File: config.mk
export PLATFORM = sky130hd
export DESIGN_NAME = smq_top
export DESIGN_NICKNAME = d
export VERILOG_FILES = /design/src/common/smq_pkg.sv /design/src/common/smq_qif.sv /design/src/hw/smq_queue_serv.sv /design/src/hw/smq_top.sv
export VERILOG_INCLUDE_DIRS = /design/src /design/src/common
export SDC_FILE = /design/constraint.sdc
export NUM_CORES = 1
export LEC_CHECK = 0
export BUFFER_PORTS_ARGS = -buffer_cell sky130_fd_sc_hd__buf_4
export CAP_MARGIN = 20
export CORE_AREA = 2 2 261 263
export CTS_CLUSTER_DIAMETER = 60
export DETAILED_ROUTE_END_ITERATION = 8
export DIE_AREA = 0 0 263 265
export PLACE_DENSITY = 0.41
export SETUP_SLACK_MARGIN = 0.02
export SYNTH_ARGS = -nofsm -noshare
export SYNTH_HDL_FRONTEND = slang
export SYNTH_SLANG_ARGS = --single-unit
export TNS_END_PERCENT = 30
File: constraint.sdc
create_clock -name CLK_I -period 4.37 [get_ports CLK_I]
set_clock_uncertainty 0.1 [all_clocks]
set_input_delay 0.437 -clock CLK_I [delete_from_list [all_inputs] [get_ports CLK_I]]
set_output_delay 0.437 -clock CLK_I [all_outputs]
set_load 0.03 [all_outputs]
File: src/common/smq_regs.svh
`ifndef SMQ_REGS_SVH
`define SMQ_REGS_SVH

// Register byte offsets (16-bit words)
`define SMQ_ADDR_W          12
`define SMQ_DATA_W          16
`define SMQ_MAN_CMD_OFS     12'h424
`define SMQ_MAN_ADDR_OFS    12'h426
`define SMQ_SERV_HIGH_OFS   12'h438
`define SMQ_SERV_UMID_OFS   12'h43a
`define SMQ_SERV_LMID_OFS   12'h43c
`define SMQ_SERV_LOW_OFS    12'h43e

// Queue groups behind each summary word
`define SMQ_GRP_HIGH        2'h3
`define SMQ_GRP_UMID        2'h2
`define SMQ_GRP_LMID        2'h1
`define SMQ_GRP_LOW         2'h0
`define SMQ_GRP_SIZE        16

// Manual command word fields
`define SMQ_CAS_BIT         0
`define SMQ_RAS_BIT         1
`define SMQ_WE_BIT          2
`define SMQ_BS_LSB          3
`define SMQ_BS_MSB          4
`define SMQ_MAN_CMD_W       5
`define SMQ_MAN_ADDR_W      12

// Reset values
`define SMQ_MAN_CMD_RST     5'h1f
`define SMQ_MAN_ADDR_RST    12'h000
`define SMQ_SERV_RST        16'h0000
`define SMQ_PIN_STB_RST     1'h1
`define SMQ_PIN_BS_RST      2'h3
`define SMQ_PIN_ADDR_RST    12'h000

// Per-queue status and enable nibble
`define SMQ_Q_BITS          4

`endif

File: src/common/smq_pkg.sv
package smq_pkg;

  // Command pin bundle, packed as on the CMD ports of the top
  typedef struct packed {
    logic [11:0] addr;
    logic [1:0]  bank;
    logic        we_n;
    logic        ras_n;
    logic        cas_n;
  } smq_cmd_t;

  // Source that owns the memory pins in a given cycle
  typedef enum logic [1:0] {
    SMQ_SRC_IDLE,
    SMQ_SRC_NORM,
    SMQ_SRC_MAN
  } smq_src_t;

endpackage : smq_pkg

File: src/common/smq_qif.sv
`timescale 1ns/1ns
interface smq_qif #(
  parameter int NQ = 64
);
  logic [4*NQ-1:0] stat;
  logic [4*NQ-1:0] ie;
  logic [NQ-1:0]   serv;

  modport src (output stat, output ie, input  serv);
  modport svc (input  stat, input  ie, output serv);
endinterface : smq_qif

File: src/hw/smq_queue_serv.sv
`timescale 1ns/1ns
`include "smq_regs.svh"

module smq_queue_serv #(
  parameter int NQ = 64
) (
  input  wire logic clk_i,
  input  wire logic srst_i,
  input  wire logic ce_i,
  smq_qif.svc       q
);

  logic [NQ-1:0] need_d;
  logic [NQ-1:0] serv_q;

  ////////////////////////////////////////////////////////////////////////////
  // A queue needs service while any status bit meets its enable
  for (genvar g = 0; g < NQ; g++)
  begin : g_q
    assign need_d[g] = |(q.stat[g*`SMQ_Q_BITS +: `SMQ_Q_BITS]
                         & q.ie[g*`SMQ_Q_BITS +: `SMQ_Q_BITS]);
  end

  ////////////////////////////////////////////////////////////////////////////
  // Registered so the summary and the interrupt lines cannot glitch
  always_ff @(posedge clk_i)
  begin
    if (srst_i)
      serv_q <= '0;
    else if (ce_i)
      serv_q <= need_d;
  end

  assign q.serv = serv_q;

endmodule : smq_queue_serv

File: src/hw/smq_top.sv
`timescale 1ns/1ns
`include "smq_regs.svh"

// What this block does
// A manual strobe puts the stored column-strobe value on its pin one cycle.
// The same strobe puts the stored row-strobe value on its pin one cycle.
// The same strobe puts the stored write-strobe value on its pin one cycle.
// The same strobe puts the stored two-bit bank value on the bank pins.
// The same strobe puts the stored twelve-bit address on address pins.
// Queues 48 to 63 report in one word, queue 48 in bit 0.
// Queues 32 to 47 report in one word, queue 32 in bit 0.
// Queues 16 to 31 report in one word, queue 16 in bit 0.
// Queues 0 to 15 report in one word, queue 0 in bit 0.
// Summary bit is one exactly while its queue has enabled status set.
// With memory disabled and no manual cycle, pins hold the idle values.
// Queue interrupt stands while status and enable both set.
// Each strobe write gives one single-cycle command; zero does nothing.
// Software loads values first and strobes only with memory disabled.

module smq_top #(
  parameter int NQ = 64
) (
  input  wire logic          CLK_I,
  input  wire logic          SRST_I,
  input  wire logic          CE_I,
  input  wire logic [11:0]   REG_ADDR_I,
  input  wire logic [15:0]   REG_WDATA_I,
  input  wire logic          REG_WR_I,
  input  wire logic          REG_RD_I,
  output logic      [15:0]   REG_RDATA_O,
  output logic               REG_RACK_O,
  input  wire logic          MAN_ACC_STB_I,
  input  wire logic          SDRAM_EN_I,
  input  wire logic [16:0]   IDLE_CMD_I,
  input  wire logic [16:0]   NORM_CMD_I,
  input  wire logic [4*NQ-1:0] QUEUE_STAT_I,
  input  wire logic [4*NQ-1:0] QUEUE_IE_I,
  output logic      [NQ-1:0] QUEUE_IRQ_O,
  output logic               MAN_ACTIVE_O,
  output logic               MEM_COL_STROBE_N_O,
  output logic               MEM_ROW_STROBE_N_O,
  output logic               MEM_WRITE_STROBE_N_O,
  output logic      [1:0]    MEM_BANK_SEL_O,
  output logic      [11:0]   MEM_ADDR_BUS_O
);

  ////////////////////////////////////////////////////////////////////////////
  // Declarations

  logic [`SMQ_MAN_CMD_W-1:0]  man_cmd_q;
  logic [`SMQ_MAN_ADDR_W-1:0] man_addr_q;
  logic [15:0]                rdata_q;
  logic                       rack_q;
  logic                       man_active_q;
  smq_pkg::smq_cmd_t          pins_q;

  wire                        wr_man_cmd;
  wire                        wr_man_addr;
  wire                        man_fire;
  wire  [15:0]                rdata_d;
  wire  [15:0]                man_cmd_word;
  wire  [15:0]                man_addr_word;
  smq_pkg::smq_cmd_t          man_cmd;
  smq_pkg::smq_cmd_t          idle_cmd;
  smq_pkg::smq_cmd_t          norm_cmd;
  smq_pkg::smq_cmd_t          pins_d;
  smq_pkg::smq_src_t          src;
  wire                        sel_man_cmd;
  wire                        sel_man_addr;
  wire                        sel_serv_high;
  wire                        sel_serv_umid;
  wire                        sel_serv_lmid;
  wire                        sel_serv_low;
  wire  [15:0]                serv_high_word;
  wire  [15:0]                serv_umid_word;
  wire  [15:0]                serv_lmid_word;
  wire  [15:0]                serv_low_word;

  smq_qif #(.NQ(NQ)) qif ();

  ////////////////////////////////////////////////////////////////////////////
  // Helpers

  // One group of sixteen queue summary bits, lowest queue in bit 0
  function automatic logic [15:0] serv_word(input logic [NQ-1:0] serv,
                                            input logic [1:0]    grp);
    serv_word = serv[grp*`SMQ_GRP_SIZE +: `SMQ_GRP_SIZE];
  endfunction : serv_word

  // Address compare gated by a strobe
  function automatic logic hit(input logic        stb,
                               input logic [11:0] addr,
                               input logic [11:0] ofs);
    hit = stb & (addr == ofs);
  endfunction : hit

  ////////////////////////////////////////////////////////////////////////////
  // Queue service summary

  assign qif.stat = QUEUE_STAT_I;
  assign qif.ie   = QUEUE_IE_I;

  smq_queue_serv #(.NQ(NQ)) u_serv (
    .clk_i  (CLK_I),
    .srst_i (SRST_I),
    .ce_i   (CE_I),
    .q      (qif)
  );

  // Straight from the flops inside the summary module
  assign QUEUE_IRQ_O = qif.serv;

  ////////////////////////////////////////////////////////////////////////////
  // Register decode

  assign wr_man_cmd  = hit(REG_WR_I, REG_ADDR_I, `SMQ_MAN_CMD_OFS);
  assign wr_man_addr = hit(REG_WR_I, REG_ADDR_I, `SMQ_MAN_ADDR_OFS);

  // Address alone selects; the read strobe only loads rdata_q and rack_q
  assign sel_man_cmd   = hit(1'b1, REG_ADDR_I, `SMQ_MAN_CMD_OFS);
  assign sel_man_addr  = hit(1'b1, REG_ADDR_I, `SMQ_MAN_ADDR_OFS);
  assign sel_serv_high = hit(1'b1, REG_ADDR_I, `SMQ_SERV_HIGH_OFS);
  assign sel_serv_umid = hit(1'b1, REG_ADDR_I, `SMQ_SERV_UMID_OFS);
  assign sel_serv_lmid = hit(1'b1, REG_ADDR_I, `SMQ_SERV_LMID_OFS);
  assign sel_serv_low  = hit(1'b1, REG_ADDR_I, `SMQ_SERV_LOW_OFS);

  // Reserved bits read as zero
  assign man_cmd_word  = {11'h000, man_cmd_q};
  assign man_addr_word = {4'h0, man_addr_q};

  // Summary words, lowest queue of each group in bit 0
  assign serv_high_word = serv_word(qif.serv, `SMQ_GRP_HIGH);
  assign serv_umid_word = serv_word(qif.serv, `SMQ_GRP_UMID);
  assign serv_lmid_word = serv_word(qif.serv, `SMQ_GRP_LMID);
  assign serv_low_word  = serv_word(qif.serv, `SMQ_GRP_LOW);

  // Selects are one-hot, so an OR of gated words is the mux;
  // an unmapped address leaves every term at zero
  assign rdata_d = ({16{sel_man_cmd}}   & man_cmd_word)   |
                   ({16{sel_man_addr}}  & man_addr_word)  |
                   ({16{sel_serv_high}} & serv_high_word) |
                   ({16{sel_serv_umid}} & serv_umid_word) |
                   ({16{sel_serv_lmid}} & serv_lmid_word) |
                   ({16{sel_serv_low}}  & serv_low_word);

  ////////////////////////////////////////////////////////////////////////////
  // Manual value registers

  always_ff @(posedge CLK_I)
  begin
    if (SRST_I)
    begin
      man_cmd_q  <= `SMQ_MAN_CMD_RST;
      man_addr_q <= `SMQ_MAN_ADDR_RST;
    end
    else if (CE_I)
    begin
      if (wr_man_cmd)
        man_cmd_q <= REG_WDATA_I[`SMQ_MAN_CMD_W-1:0];
      if (wr_man_addr)
        man_addr_q <= REG_WDATA_I[`SMQ_MAN_ADDR_W-1:0];
    end
  end

  ////////////////////////////////////////////////////////////////////////////
  // Read port: data one cycle after the read strobe

  always_ff @(posedge CLK_I)
  begin
    if (SRST_I)
    begin
      rdata_q <= 16'h0000;
      rack_q  <= 1'b0;
    end
    else if (CE_I)
    begin
      rack_q <= REG_RD_I;
      if (REG_RD_I)
        rdata_q <= rdata_d;
    end
  end

  assign REG_RDATA_O = rdata_q;
  assign REG_RACK_O  = rack_q;

  ////////////////////////////////////////////////////////////////////////////
  // Pin source selection

  // Strobe is a write-one pulse, no stored bit to clear
  assign man_fire = MAN_ACC_STB_I;

  assign man_cmd.cas_n = man_cmd_q[`SMQ_CAS_BIT];
  assign man_cmd.ras_n = man_cmd_q[`SMQ_RAS_BIT];
  assign man_cmd.we_n  = man_cmd_q[`SMQ_WE_BIT];
  assign man_cmd.bank  = man_cmd_q[`SMQ_BS_MSB:`SMQ_BS_LSB];
  assign man_cmd.addr  = man_addr_q;

  assign idle_cmd = smq_pkg::smq_cmd_t'(IDLE_CMD_I);
  assign norm_cmd = smq_pkg::smq_cmd_t'(NORM_CMD_I);

  // Manual wins even if enabled; software is expected not to overlap
  assign src = man_fire   ? smq_pkg::SMQ_SRC_MAN  :
               SDRAM_EN_I ? smq_pkg::SMQ_SRC_NORM :
                            smq_pkg::SMQ_SRC_IDLE;

  always_comb
  begin
    case (src)
      smq_pkg::SMQ_SRC_MAN:  pins_d = man_cmd;
      smq_pkg::SMQ_SRC_NORM: pins_d = norm_cmd;
      smq_pkg::SMQ_SRC_IDLE: pins_d = idle_cmd;
      default:               pins_d = idle_cmd;
    endcase
  end

  ////////////////////////////////////////////////////////////////////////////
  // Pin registers: one cycle of manual drive per strobe cycle, then back to normal or idle per SDRAM_EN_I

  always_ff @(posedge CLK_I)
  begin
    if (SRST_I)
    begin
      pins_q.cas_n <= `SMQ_PIN_STB_RST;
      pins_q.ras_n <= `SMQ_PIN_STB_RST;
      pins_q.we_n  <= `SMQ_PIN_STB_RST;
      pins_q.bank  <= `SMQ_PIN_BS_RST;
      pins_q.addr  <= `SMQ_PIN_ADDR_RST;
      man_active_q <= 1'b0;
    end
    else if (CE_I)
    begin
      pins_q       <= pins_d;
      man_active_q <= man_fire;
    end
  end

  assign MEM_COL_STROBE_N_O   = pins_q.cas_n;
  assign MEM_ROW_STROBE_N_O   = pins_q.ras_n;
  assign MEM_WRITE_STROBE_N_O = pins_q.we_n;
  assign MEM_BANK_SEL_O       = pins_q.bank;
  assign MEM_ADDR_BUS_O       = pins_q.addr;
  assign MAN_ACTIVE_O         = man_active_q;

endmodule : smq_top
==> reports/results.md, run 1 <==
- 60 ps — clk slew on worst S/H paths
- false — setup repair after global routing missed its margin
- 8293 — routed via count
- REG_WDATA_I[3] — hold path startpoint
- 0 — final setup violation count
- 2140 ps — Final min period
- REG_ADDR_I[0] — source of the critical timing path
- 24.4 um — average routed wire per standard cell
- 7558 — Fill cells
- 2 — deepest clock path buffer count
- flip-flop — CP endpoint kind
- 0.892 — final weighted congestion in routability-driven placement
- built — TritonCTS clock tree
- 627 — post-synthesis cell count
- buf_4 > or4b_1 > nor3_2 > a21oi_1 > a211oi_1 — cells traversed along the worst timing path
- 0 — Remaining Overflow, GRT
- a22oi_1 (128), dfxtp_1 (116), nor2_1 (95) — leading cell types by count after synthesis
- 0.467 GHz — Max Freq
- 680 — io pins
- 458 — violation count after the first detailed-routing iteration
- 2133 — # placed instances
- 0.311 — switching part of the total power
- 34 — number of different library cells in the post-synthesis netlist
- 290 mW/mm2 — total power per unit cell area
- 0.391 — portion of synthesized cell area occupied by the leading cell type
- 3.81 — Via density
- 480 ps — clock latency of the later-clocked register in the worst-skew pair
- 0.00343 mm2 — footprint of the multi-input gates
- 0.0890 — starting density of the core
- 0.292 — Slew HR
- input pin — startpoint types
- 0.391 — proportion of synthesized chip area in sequential cells
- 0.0845 — met3 routing resource usage after global routing
- 0.236 — met2 usage
- 0 — async set-or-reset flop fraction in the synthesized netlist
- 5 — number of search-and-repair iterations in the first detailed-routing pass
- 45100 um — final HPWL from detailed placement
- 42 — initial antenna violation count
- 0.0697 mm2 — die area
- 2430 ps — critical path data arrival time
- 0.566 — ratio of cells with drive above 1 in the final layout
- 2510 uW — internal power consumption
- u_serv.q.serv[27] — reg-to-reg critical path startpoint
- 0.0126 mm2 — final cell area excluding filler cells
- 0.00594 mm2 — area of the mapped netlist
- 17 — Inserted Clock Buffers
- 1208 — Post-Syn Nets
- clkbuf_16 — clock root buffer
- 116 — CTS Sinks
- 4660 ps — Crit path required time
- nor3_2 — worst-path cell with the longest stage delay
- 1060 ps — Tightest Pin Transition
- dfxtp_1 — main flop type after synthesis
- 0.0668 mm2 — area of the core region
- met2 — Most Crowded Layer GR
- dfxtp_1 — largest area contributor in the synthesized netlist
- 0.0120 mm2 — placed standard-cell area
- 96 — maximum number of pins on one net before global-route repair
- 8 — biggest fanout along the worst timing path
- 53000 um — total wirelength of the detailed-routed design
- 0 — Fin. Hold Viols
- dfxtp_1 (39%), a22oi_1 (16%), a311oi_1 (9.4%), mux2i_1 (7.4%), mux4_2 (6.1%) — synth top area cells
- 0 — # hold bufs at CTS
- 0.413 — portion of total power attributed to the clock network
- 85.0 ps — hold slack
- 0 — quantity of gates resized following cts
- 2176 — post-route non-filler standard cell count
- 0.232 mV — Max rail drop VDD
- 0 — drt drc
- 0 — max-cap violation count
- completed — outcome
- 0 ps — accumulated negative setup slack
- 116 — post-synthesis sequential element count
- 4 — htree depth
- 1690 ps — pre-CTS setup slack
- 1860 — Net count, final
- 8793 — via count of the first global-routing pass
- 2230 ps — fin worst setup slack
- 0.490 — ratio of final minimum period to clock period
- 0.148 — Overall Global Routing Usage
- 0 — number of nets with antenna violations after detailed routing
- 70300 um — first-pass GRT wire length
- 95 — standard-cell rows
- 0.00563 uW — Pleak
- 0 — number of warnings reported in the yosys synthesis log
- 0.324 — share of total power in sequential cells
- 750 ps — Crit path largest cell delay
- 0.162 — global routing met1 resource utilization
- 0.262 — combinational share of power
- 675 — count of buffers inserted at the top-level ports
- 1140 uW — switching power
- 0 — number of buffers inserted to repair setup after CTS
- 0 — number of enable-type register cells in the synthesized netlist
- 265 um — die height
- 0.00232 mm2 — combined flip-flop and latch cell area
- a22oi_1 — most numerous cell in the Yosys netlist
- input pin to flip-flop — class of the most critical setup path
- 112% — synth-to-layout area growth
- 9.48 um2 — mean post-synth cell area
- 263 um — width of the chip
- input pin to flip-flop — Tightest Hold Check Type
- 2700 ps — setup slack, reg-to-reg
- 0 — Final Slew Violations
[cells by family after synthesis]
| kind of cell | synth area share |
|---|---|
| AOI/OAI and AO/OA | 0.310 |
| buffers and inverters | 0.0324 |
| DFF | 0.391 |
| muxes | 0.140 |
| and+or+nand+nor | 0.127 |
[power groups by stage]
stage / clock [uW] / combinational [uW] / sequential, uW
6_report: 1510 / 958 / 1180
4_1_cts: 1590 / 971 / 1190
3_5_place_dp: 0 / 970 / 1210
2_1_floorplan: 0 / 229 / 1290
5_1_grt: 1620 / 1030 / 1190
3_3_place_gp: 0 / 963 / 1210
[worst max-delay path, delay by kind of cell]
family	cells	cell delay [ps]
simple gates	2	1440
compound gates	2	430
buf+inv	1	110
[stage by stage]
stage,util,total power [uW]
after global placement,0.179,2170
after global routing,0.188,3840
after floorplan,-,1520
final,0.188,3650
after detailed placement,0.179,2180
after CTS,0.188,3750
[metal layers]
layer  vias up  part of all wire
met1      3862              0.38
li1       3828                 -
met4        46             0.029
met5         -            0.0053
met3        98              0.12
met2       459              0.47
[sequential cells by signal, indices dropped and copies added (netlist names)]
signal	count
MEM_COL_STROBE_N_O	1
MEM_ROW_STROBE_N_O	1
man_cmd_q	5
MEM_BANK_SEL_O	2
u_serv.q.serv	64
man_addr_q	12
MEM_ADDR_BUS_O	12
REG_RACK_O	1
REG_RDATA_O	16
MAN_ACTIVE_O	1
MEM_WRITE_STROBE_N_O	1
[final timing paths]
kind	end	cells after the start
worst max-delay path	REG_RDATA_O[3]	5
worst min-delay path	man_cmd_q[3]	2
worst max register to register	REG_RDATA_O[11]	3
worst min register to register	REG_RDATA_O[12]	2
[placed cells by master, fill, tap and decap left out, types with 3 or more instances in the layout]
cell type / synthesis / routed
a211o_1: 5 / 5
a211oi_1: 4 / 4
a21oi_1: 7 / 7
a221o_1: 6 / 6
a22oi_1: 128 / 128
a311oi_1: 64 / 64
buf_4: 2 / 677
clkbuf_16: 0 / 17
clkinv_4: 0 / 3
dfxtp_1: 116 / 116
diode_2: 0 / 11
inv_6: 0 / 4
mux2_1: 3 / 3
mux2i_1: 44 / 44
mux4_2: 16 / 16
nand2_1: 28 / 28
nand2b_1: 8 / 8
nand3_1: 7 / 7
nor2_1: 95 / 95
nor2b_1: 11 / 11
o211ai_1: 7 / 7
o21ai_1: 17 / 17
[layout make-up]
| cell class | count | area share |
|---|---|---|
| antenna | 11 | 0.00219 |
| clock buffer | 19 | 0.0360 |
| clock inverter | 13 | 0.0116 |
| multi-input combinational | 465 | 0.273 |
| sequential | 116 | 0.185 |
| tap | 873 | 0.0868 |
| timing repair buffer | 679 | 0.406 |
Note: power is estimated with default switching activity, not from simulation.
==> inputs of run 2 (changes only) <==
Settings changed: ABC_AREA set to 1, CORE_AREA 2 2 261 263 to 2 2 262 264, DIE_AREA 0 0 263 265 to 0 0 264 266.
Clock period 4.37 ns to 2 ns, I/O delays scaled along.
==> run 2 against run 1 <==
Compared with the run above:
- global-route usage down 0.56 points
- core utilization is 4.1 points higher
- worst setup slack worse by 2200 ps
- clock power grew 140%
- largest power group unchanged
- register-to-register slack worse by 2300 ps
- critical path type unchanged
- sequential cell count unchanged
- first-iteration DRC count increased by 16%
- via count increased by 25%
- combinational power rose to 2.7 times the previous value
- synthesized cell count increased by 46%
- sequential share of layout area shrank 3.5 points
==> reports/results.md, run 2 <==
- completed — outcome
- 1940 ps — Final min period
- 2190 ps — critical path data arrival time, -240 ps
- dfxtp_1 — largest area contributor in the synthesized netlist
- dfxtp_1 — main flop type after synthesis
- buffers and inverters — cell family contributing the most delay on the critical path
- 71800 um — first-pass GRT wire length, +2.1%
- 0 — number of nets with antenna violations after detailed routing, unchanged
- 0.0357 — met3 routing resource usage after global routing, -0.0489
- 116 — post-synthesis sequential element count, unchanged
- 42200 um — final HPWL from detailed placement, -6.5%
- 0.0702 mm2 — die area, +0.76%
- u_serv.q.serv[19] — capturing element of the worst setup path
- 0.968 — ratio of final minimum period to clock period
- 0.910 — final weighted congestion in routability-driven placement, +2.0%
- 0 — drt drc, unchanged
- 680 — io pins, unchanged
- 0.517 GHz — Max Freq
- 2718 — post-route non-filler standard cell count, +25%
- 78 — maximum number of pins on one net before global-route repair, -19%
- 3.81 — Via density, about the same
- built — TritonCTS clock tree
- 0.162 — global routing met1 resource utilization, +0.000330
- 60 ps — clk slew on worst S/H paths, about the same
- 0 — number of warnings reported in the yosys synthesis log, unchanged
- u_serv.q.serv[8] — Reg-to-Reg End
- 0.00722 uW — Pleak, +28%
- 531 — violation count after the first detailed-routing iteration, +16%
- 264 um — width of the chip, +0.38%
- 470 ps — clock latency of the later-clocked register in the worst-skew pair, about the same
- 0 — Fin. Hold Viols, unchanged
- dlygate4sd3_1 > buf_4 > a21oi_1 > dlygate4sd3_1 > a41oi_1 > dlygate4sd3_1 — cells traversed along the worst timing path
- 0 — max-cap violation count, unchanged
- 116 — CTS Sinks, unchanged
- dlygate4sd3_1 — most used cell along the critical path
- 1 — biggest fanout along the worst timing path, -7
- 4 — htree depth, unchanged
- 3 — number of cells on the worst reg-to-reg path, unchanged
- 143% — synth-to-layout area growth
- 0.248 — met2 usage, +0.0113
- input pin to flip-flop — Tightest Hold Check Type
- 8810 uW — Total Power Consumption, +140%
- 0.0124 mm2 — placed standard-cell area, +3.8%
- 27 — number of different library cells in the post-synthesis netlist, -21%
- 1498 — Post-Syn Nets, +24%
- 6 — stages on the worst setup path, +1
- 64 — number of flip-flops in the largest register, unchanged
- 0.0941 — starting density of the core, +0.00513
- 2 — deepest clock path buffer count, unchanged
- 0.364 — proportion of synthesized chip area in sequential cells, -0.0265
- 51900 um — total wirelength of the detailed-routed design, -2.2%
- 19.1 um — average routed wire per standard cell, -22%
- 917 — post-synthesis cell count, +46%
- 568 mW/mm2 — total power per unit cell area, +96%
- 0 — final setup violation count, unchanged
- 0.143 — Overall Global Routing Usage, -0.00560
- 5 — number of search-and-repair iterations in the first detailed-routing pass, unchanged
- 17 — Inserted Clock Buffers, unchanged
- 4 — CP bufs+invs, +3
- 0 — Final Slew Violations, unchanged
- 675 — count of buffers inserted at the top-level ports, unchanged
- nand2_1 (273), dfxtp_1 (116), a21oi_1 (103) — leading cell types by count after synthesis
- 10.4k — routed via count, +25%
- 0.00637 mm2 — area of the mapped netlist, +7.3%
- input pin — startpoint types
- true — setup repair after global routing missed its margin
- 96 — standard-cell rows, +1.1%
- 2399 — Net count, final, +29%
- 0.0677 mm2 — area of the core region, +1.4%
- 39.8 ps — hold slack, -45.2 ps
- buf_4 — most frequent standard cell in the layout excluding fill and tap cells
- 0 — number of enable-type register cells in the synthesized netlist, unchanged
- input pin to flip-flop — class of the most critical setup path
- 0.410 — ratio of cells with drive above 1 in the final layout, -0.156
- 6 — initial antenna violation count, -86%
- 0 — number of buffers inserted to repair setup after CTS, unchanged
- 390 ps — setup slack, reg-to-reg, -2310 ps
- 6.95 um2 — mean post-synth cell area, -27%
- NORM_CMD_I[16] — hold path startpoint
- 0.364 — portion of synthesized cell area occupied by the leading cell type, -0.0265
- 2440 — # placed instances, +14%
- 266 um — die height, +0.38%
- 11.0k — via count of the first global-routing pass, +25%
- u_serv.q.serv[8] — reg-to-reg critical path startpoint
- 0 ps — accumulated negative setup slack, unchanged
- clkbuf_16 — clock root buffer
- 0.500 — Slew HR, +0.208
- flip-flop — CP endpoint kind
- 0 — Remaining Overflow, GRT, unchanged
- 0 — async set-or-reset flop fraction in the synthesized netlist, unchanged
- buf_4 (687), nand2_1 (273), dlygate4sd3_1 (239) — commonest cells after routing, fill and taps aside
- 0.436 mV — Max rail drop VDD, +88%
- met2 — Most Crowded Layer GR
- dfxtp_1 (36%), nand2_1 (16%), a41oi_1 (8.8%), a21oi_1 (8.1%), nand3_1 (6.7%) — synth top area cells
- 560 ps — Crit path largest cell delay, -190 ps
- 2260 ps — Crit path required time, -2400 ps
- 0.0155 mm2 — final cell area excluding filler cells, +23%
- 750 ps — Tightest Pin Transition, -313 ps
- dlygate4sd3_1 — worst-path cell with the longest stage delay
- QUEUE_IE_I[76] — source of the critical timing path
- nand2_1 — most numerous cell in the Yosys netlist
## run 2: changes by cell type after synthesis, sizes merged, moves of 44 or more
| cell | delta |
|---|---|
| a21oi | +99 |
| nor2 | -52 |
| nand2 | +250 |
| a311oi | -64 |
| o21ai | +80 |
| a22oi | -125 |
| inv | +45 |
| nand3 | +79 |
| a41oi | +64 |
| mux2i | -44 |
## run 2: logic make-up after synthesis
group,after synthesis,synth area share
simple gates,408,0.280
buf+inv,95,0.0712
compound gates,298,0.285
flops,116,0.364
## run 2: timing repair
item / 4_1_cts / 5_1_grt
gates resized for setup: 0 / 7
hold buffers: 240 / 0
endpoints found under the hold margin: 98 / 0
setup endpoints to repair: 0 / 50
## run 2: final cells by class
class / count / area [um2]
clock buffer: 19 / 443
timing repair buffer: 931 / 7650
clock inverter: 13 / 205
fill: 7567 / 52200
antenna: 5 / 12.5
sequential: 116 / 2320
multi-input combinational: 706 / 3600
tap: 882 / 1100
inverter: 46 / 178
## run 2: where the power goes
part / switching (uW) / total [uW] / internal [uW]
registers: 221 / 2680 / 2460
clock network: 1340 / 3580 / 2240
logic: 1090 / 2540 / 1450
total: 2650 / 8810 / 6150
## run 2: routing by layer
layer / wire [um] / part of all wire
met2: 25600 / 0.49
met5: 26 / 0.00050
met4: 2200 / 0.042
met3: 3580 / 0.069
met1: 20500 / 0.39
## run 2: tightest hold or removal path, cell delays in order
cell and delay (ps):
buf_4 80, nand2_1 50, o211ai_1 100, o211ai_1 90
inv_1 50
## run 2: worst min-delay path by stage
stage,endpoint,cells after the start
6_report,MEM_ADDR_BUS_O[11],5
5_1_grt,u_serv.q.serv[55],3
4_1_cts,MEM_ADDR_BUS_O[11],5
3_5_place_dp,man_cmd_q[1],3
3_3_place_gp,man_cmd_q[2],3
2_1_floorplan,REG_RACK_O,1
## run 2: stage by stage
step	util	setup WS (ps)
floorplan	-	773
global placement	0.183	248
detailed placement	0.183	239
CTS	0.228	44.2
global route	0.229	15.5
finish	0.229	64.8
==> inputs of run 3 (changes only) <==
Settings changed: CELL_PAD_IN_SITES_DETAIL_PLACEMENT set to 2, CELL_PAD_IN_SITES_GLOBAL_PLACEMENT set to 2, CORE_AREA 2 2 262 264 to 2 2 265 267, DIE_AREA 0 0 264 266 to 0 0 267 269, PLACE_DENSITY 0.41 to 0.64.
==> run 3 against run 2 <==
Compared with the run above:
- power fell by 1.6%
- fmax shrank 2.6%
- final cell count up 3.5%
- sequential cell count unchanged
- design area rose by 3.1%
- wire length rose by 22%
- largest cell class unchanged
- worst setup slack lost 51 ps
- highest routed layer unchanged
- register-to-register slack got worse by 20 ps
- via count increased by 5.2%
- sequential power about the same
- sequential share of layout area decreased by 0.45 points
- clock power down 9.2%
==> reports/results.md, run 3 (synthesis results as in run 2) <==
- buf_4 — most frequent standard cell in the layout excluding fill and tap cells
- dlygate4sd3_1 > buf_4 > nand2_1 > dlygate4sd3_1 > a41oi_1 > dlygate4sd3_1 — cells traversed along the worst timing path
- 4 — htree depth, unchanged
- 0.0440 — met3 routing resource usage after global routing, +0.00834
- input pin — startpoint types
- 9 — initial antenna violation count, +3
- 0.503 GHz — Max Freq, -2.6%
- 0.993 — ratio of final minimum period to clock period, +0.0257
- 10.9k — routed via count, +5.2%
- 63200 um — total wirelength of the detailed-routed design, +22%
- 116 — CTS Sinks, unchanged
- 64 — number of flip-flops in the largest register, unchanged
- 0.306 — met2 usage, +0.0584
- dlygate4sd3_1 — worst-path cell with the longest stage delay
- 675 — count of buffers inserted at the top-level ports, unchanged
- 0 — drt drc, unchanged
- 3 — number of cells on the worst reg-to-reg path, unchanged
- 200 ps — pre-CTS setup slack, -39.3 ps
- 0.184 — global routing met1 resource utilization, +0.0218
- 590 ps — Crit path largest cell delay, +30 ps
- 2434 — Net count, final, +1.5%
- 0 — max-cap violation count, unchanged
- 0.319 — switching part of the total power, +0.0178
- 0 — Final Slew Violations, unchanged
- 86200 um — first-pass GRT wire length, +20%
- 48700 um — final HPWL from detailed placement, +15%
- u_serv.q.serv[7] — Reg-to-Reg End
- 0 — Remaining Overflow, GRT, unchanged
- 51.5 ps — hold slack, +11.7 ps
- buf_4 (681), nand2_1 (273), dlygate4sd3_1 (271) — commonest cells after routing, fill and taps aside
- 0.00738 uW — Pleak, +2.3%
- 0.433 mV — Max rail drop VDD, -0.52%
- 2 — deepest clock path buffer count, unchanged
- 0.0718 mm2 — die area, +2.3%
- 724 ps — Tightest Pin Transition, -25.6 ps
- 0.0920 — starting density of the core, -0.00211
- MEM_ADDR_BUS_O[3] — Hold EP
- 0 — final setup violation count, unchanged
- 17 — Inserted Clock Buffers, unchanged
- 2760 uW — switching power, +4.2%
- 151% — synth-to-layout area growth
- 0 — number of buffers inserted to repair setup after CTS, unchanged
- 0.375 — portion of total power attributed to the clock network, -0.032
- 0.0693 mm2 — area of the core region, +2.3%
- completed — outcome
- 1990 ps — Final min period, +51.4 ps
- met2 — Most Crowded Layer GR
- 0.311 — share of total power in sequential cells, +0.006
- built — TritonCTS clock tree
- 0 ps — accumulated negative setup slack, unchanged
- 267 um — width of the chip, +1.1%
- 269 um — die height, +1.1%
- 4 — number of search-and-repair iterations in the first detailed-routing pass, -1
- 0.231 — final standard cell utilization of the core, +0.00187
- clkbuf_16 — clock root buffer
- 680 — io pins, unchanged
- 8065 — Fill cells, +6.6%
- 1 — biggest fanout along the worst timing path, unchanged
- 0.885 — final weighted congestion in routability-driven placement, -2.7%
- false — setup repair after global routing missed its margin
- 2310 ps — Crit path required time, +50 ps
- flip-flop — CP endpoint kind
- 22.5 um — average routed wire per standard cell, +18%
- 97 — standard-cell rows, +1.0%
- NORM_CMD_I[8] — hold path startpoint
- 5 — hold depth, unchanged
- 330 — violation count after the first detailed-routing iteration, -38%
- 5900 uW — internal power consumption, -4.1%
- 541 mW/mm2 — total power per unit cell area, -4.6%
- input pin to flip-flop — class of the most critical setup path
- 470 ps — clock latency of the later-clocked register in the worst-skew pair, about the same
- 12.8k — via count of the first global-routing pass, +17%
- 0.517 — Slew HR, +0.0171
- 0 — number of nets with antenna violations after detailed routing, unchanged
- 0.404 — ratio of cells with drive above 1 in the final layout, -0.00662
- 2290 ps — critical path data arrival time, +100 ps
- 13.4 ps — fin worst setup slack, -51.4 ps
- 0.314 — combinational share of power, +0.025
- 85 — maximum number of pins on one net before global-route repair, +9.0%
- 0.168 — Overall Global Routing Usage, +0.0256
- dlygate4sd3_1 — most used cell along the critical path
- 3.88 — Via density, +1.7%
- 370 ps — setup slack, reg-to-reg, -20 ps
- 0 — Fin. Hold Viols, unchanged
- u_serv.q.serv[7] — reg-to-reg critical path startpoint
- input pin to flip-flop — Tightest Hold Check Type
- 60 ps — clk slew on worst S/H paths, about the same
==> run 3: cell types whose count changed in the layout (fill, tap and decap cells not counted), sizes merged <==
cell	before	now
dlygate4sd3	239	271
clkbuf	20	25
dlymetal6s4s	1	6
buf	690	687
diode	5	6
inv	45	44
bufinv	5	2
==> run 3: repair_timing <==
item                       4_1_cts  5_1_grt
hold buffers                   281        0
setup endpoints to repair        0       43
hold endpoints to repair        98        0
resized for setup                0       21
==> run 3: how the worst max path moves through the flow <==
| stage | depth (start not counted) | startpoint | endpoint |
|---|---|---|---|
| 5_1_grt | 6 | QUEUE_IE_I[111] | u_serv.q.serv[27] |
| 3_5_place_dp | 8 | REG_ADDR_I[7] | REG_RDATA_O[3] |
| 3_3_place_gp | 8 | REG_ADDR_I[7] | REG_RDATA_O[3] |
| 2_1_floorplan | 8 | REG_ADDR_I[10] | man_addr_q[10] |
| 4_1_cts | 7 | SRST_I | u_serv.q.serv[26] |
| 6_report | 6 | QUEUE_IE_I[95] | u_serv.q.serv[23] |
==> run 3: stage by stage <==
stage,total power [uW],instances,area [um2]
finish,8660,2812,16000
global route,9120,2810,16000
CTS,8800,2808,15900
detailed placement,4920,2495,12500
global placement,4880,2495,12500
floorplan,3340,917,6370
==> run 3: critical path: cells and delay by family <==
family | cells | cell delay, ps
compound gates | 1 | 260
buf+inv | 4 | 1790
simple gates | 1 | 30
==> run 3: routing by layer <==
metal,routed length [um],up-vias
met5,113,-
met4,2040,6
met3,3730,93
met2,32700,438
met1,24700,5249
li1,-,5121
==> run 3: layout make-up <==
class / count / area, um2 / area share
inverter: 46 / 183 / 0.0114
tap: 940 / 1180 / 0.0735
timing repair buffer: 966 / 8080 / 0.505
clock inverter: 9 / 103 / 0.00641
multi-input combinational: 706 / 3640 / 0.228
clock buffer: 23 / 478 / 0.0299
sequential: 116 / 2320 / 0.145
antenna: 6 / 15.0 / 0.000939
==> run 3: power by group through the flow <==
stage               clock network, uW  registers [uW]  logic, uW
floorplan                           0            2890        443
detailed placement                  0            2770       2150
CTS                              3440            2720       2640
global placement                    0            2770       2110
finish                           3250            2690       2720
global route                     3500            2720       2890
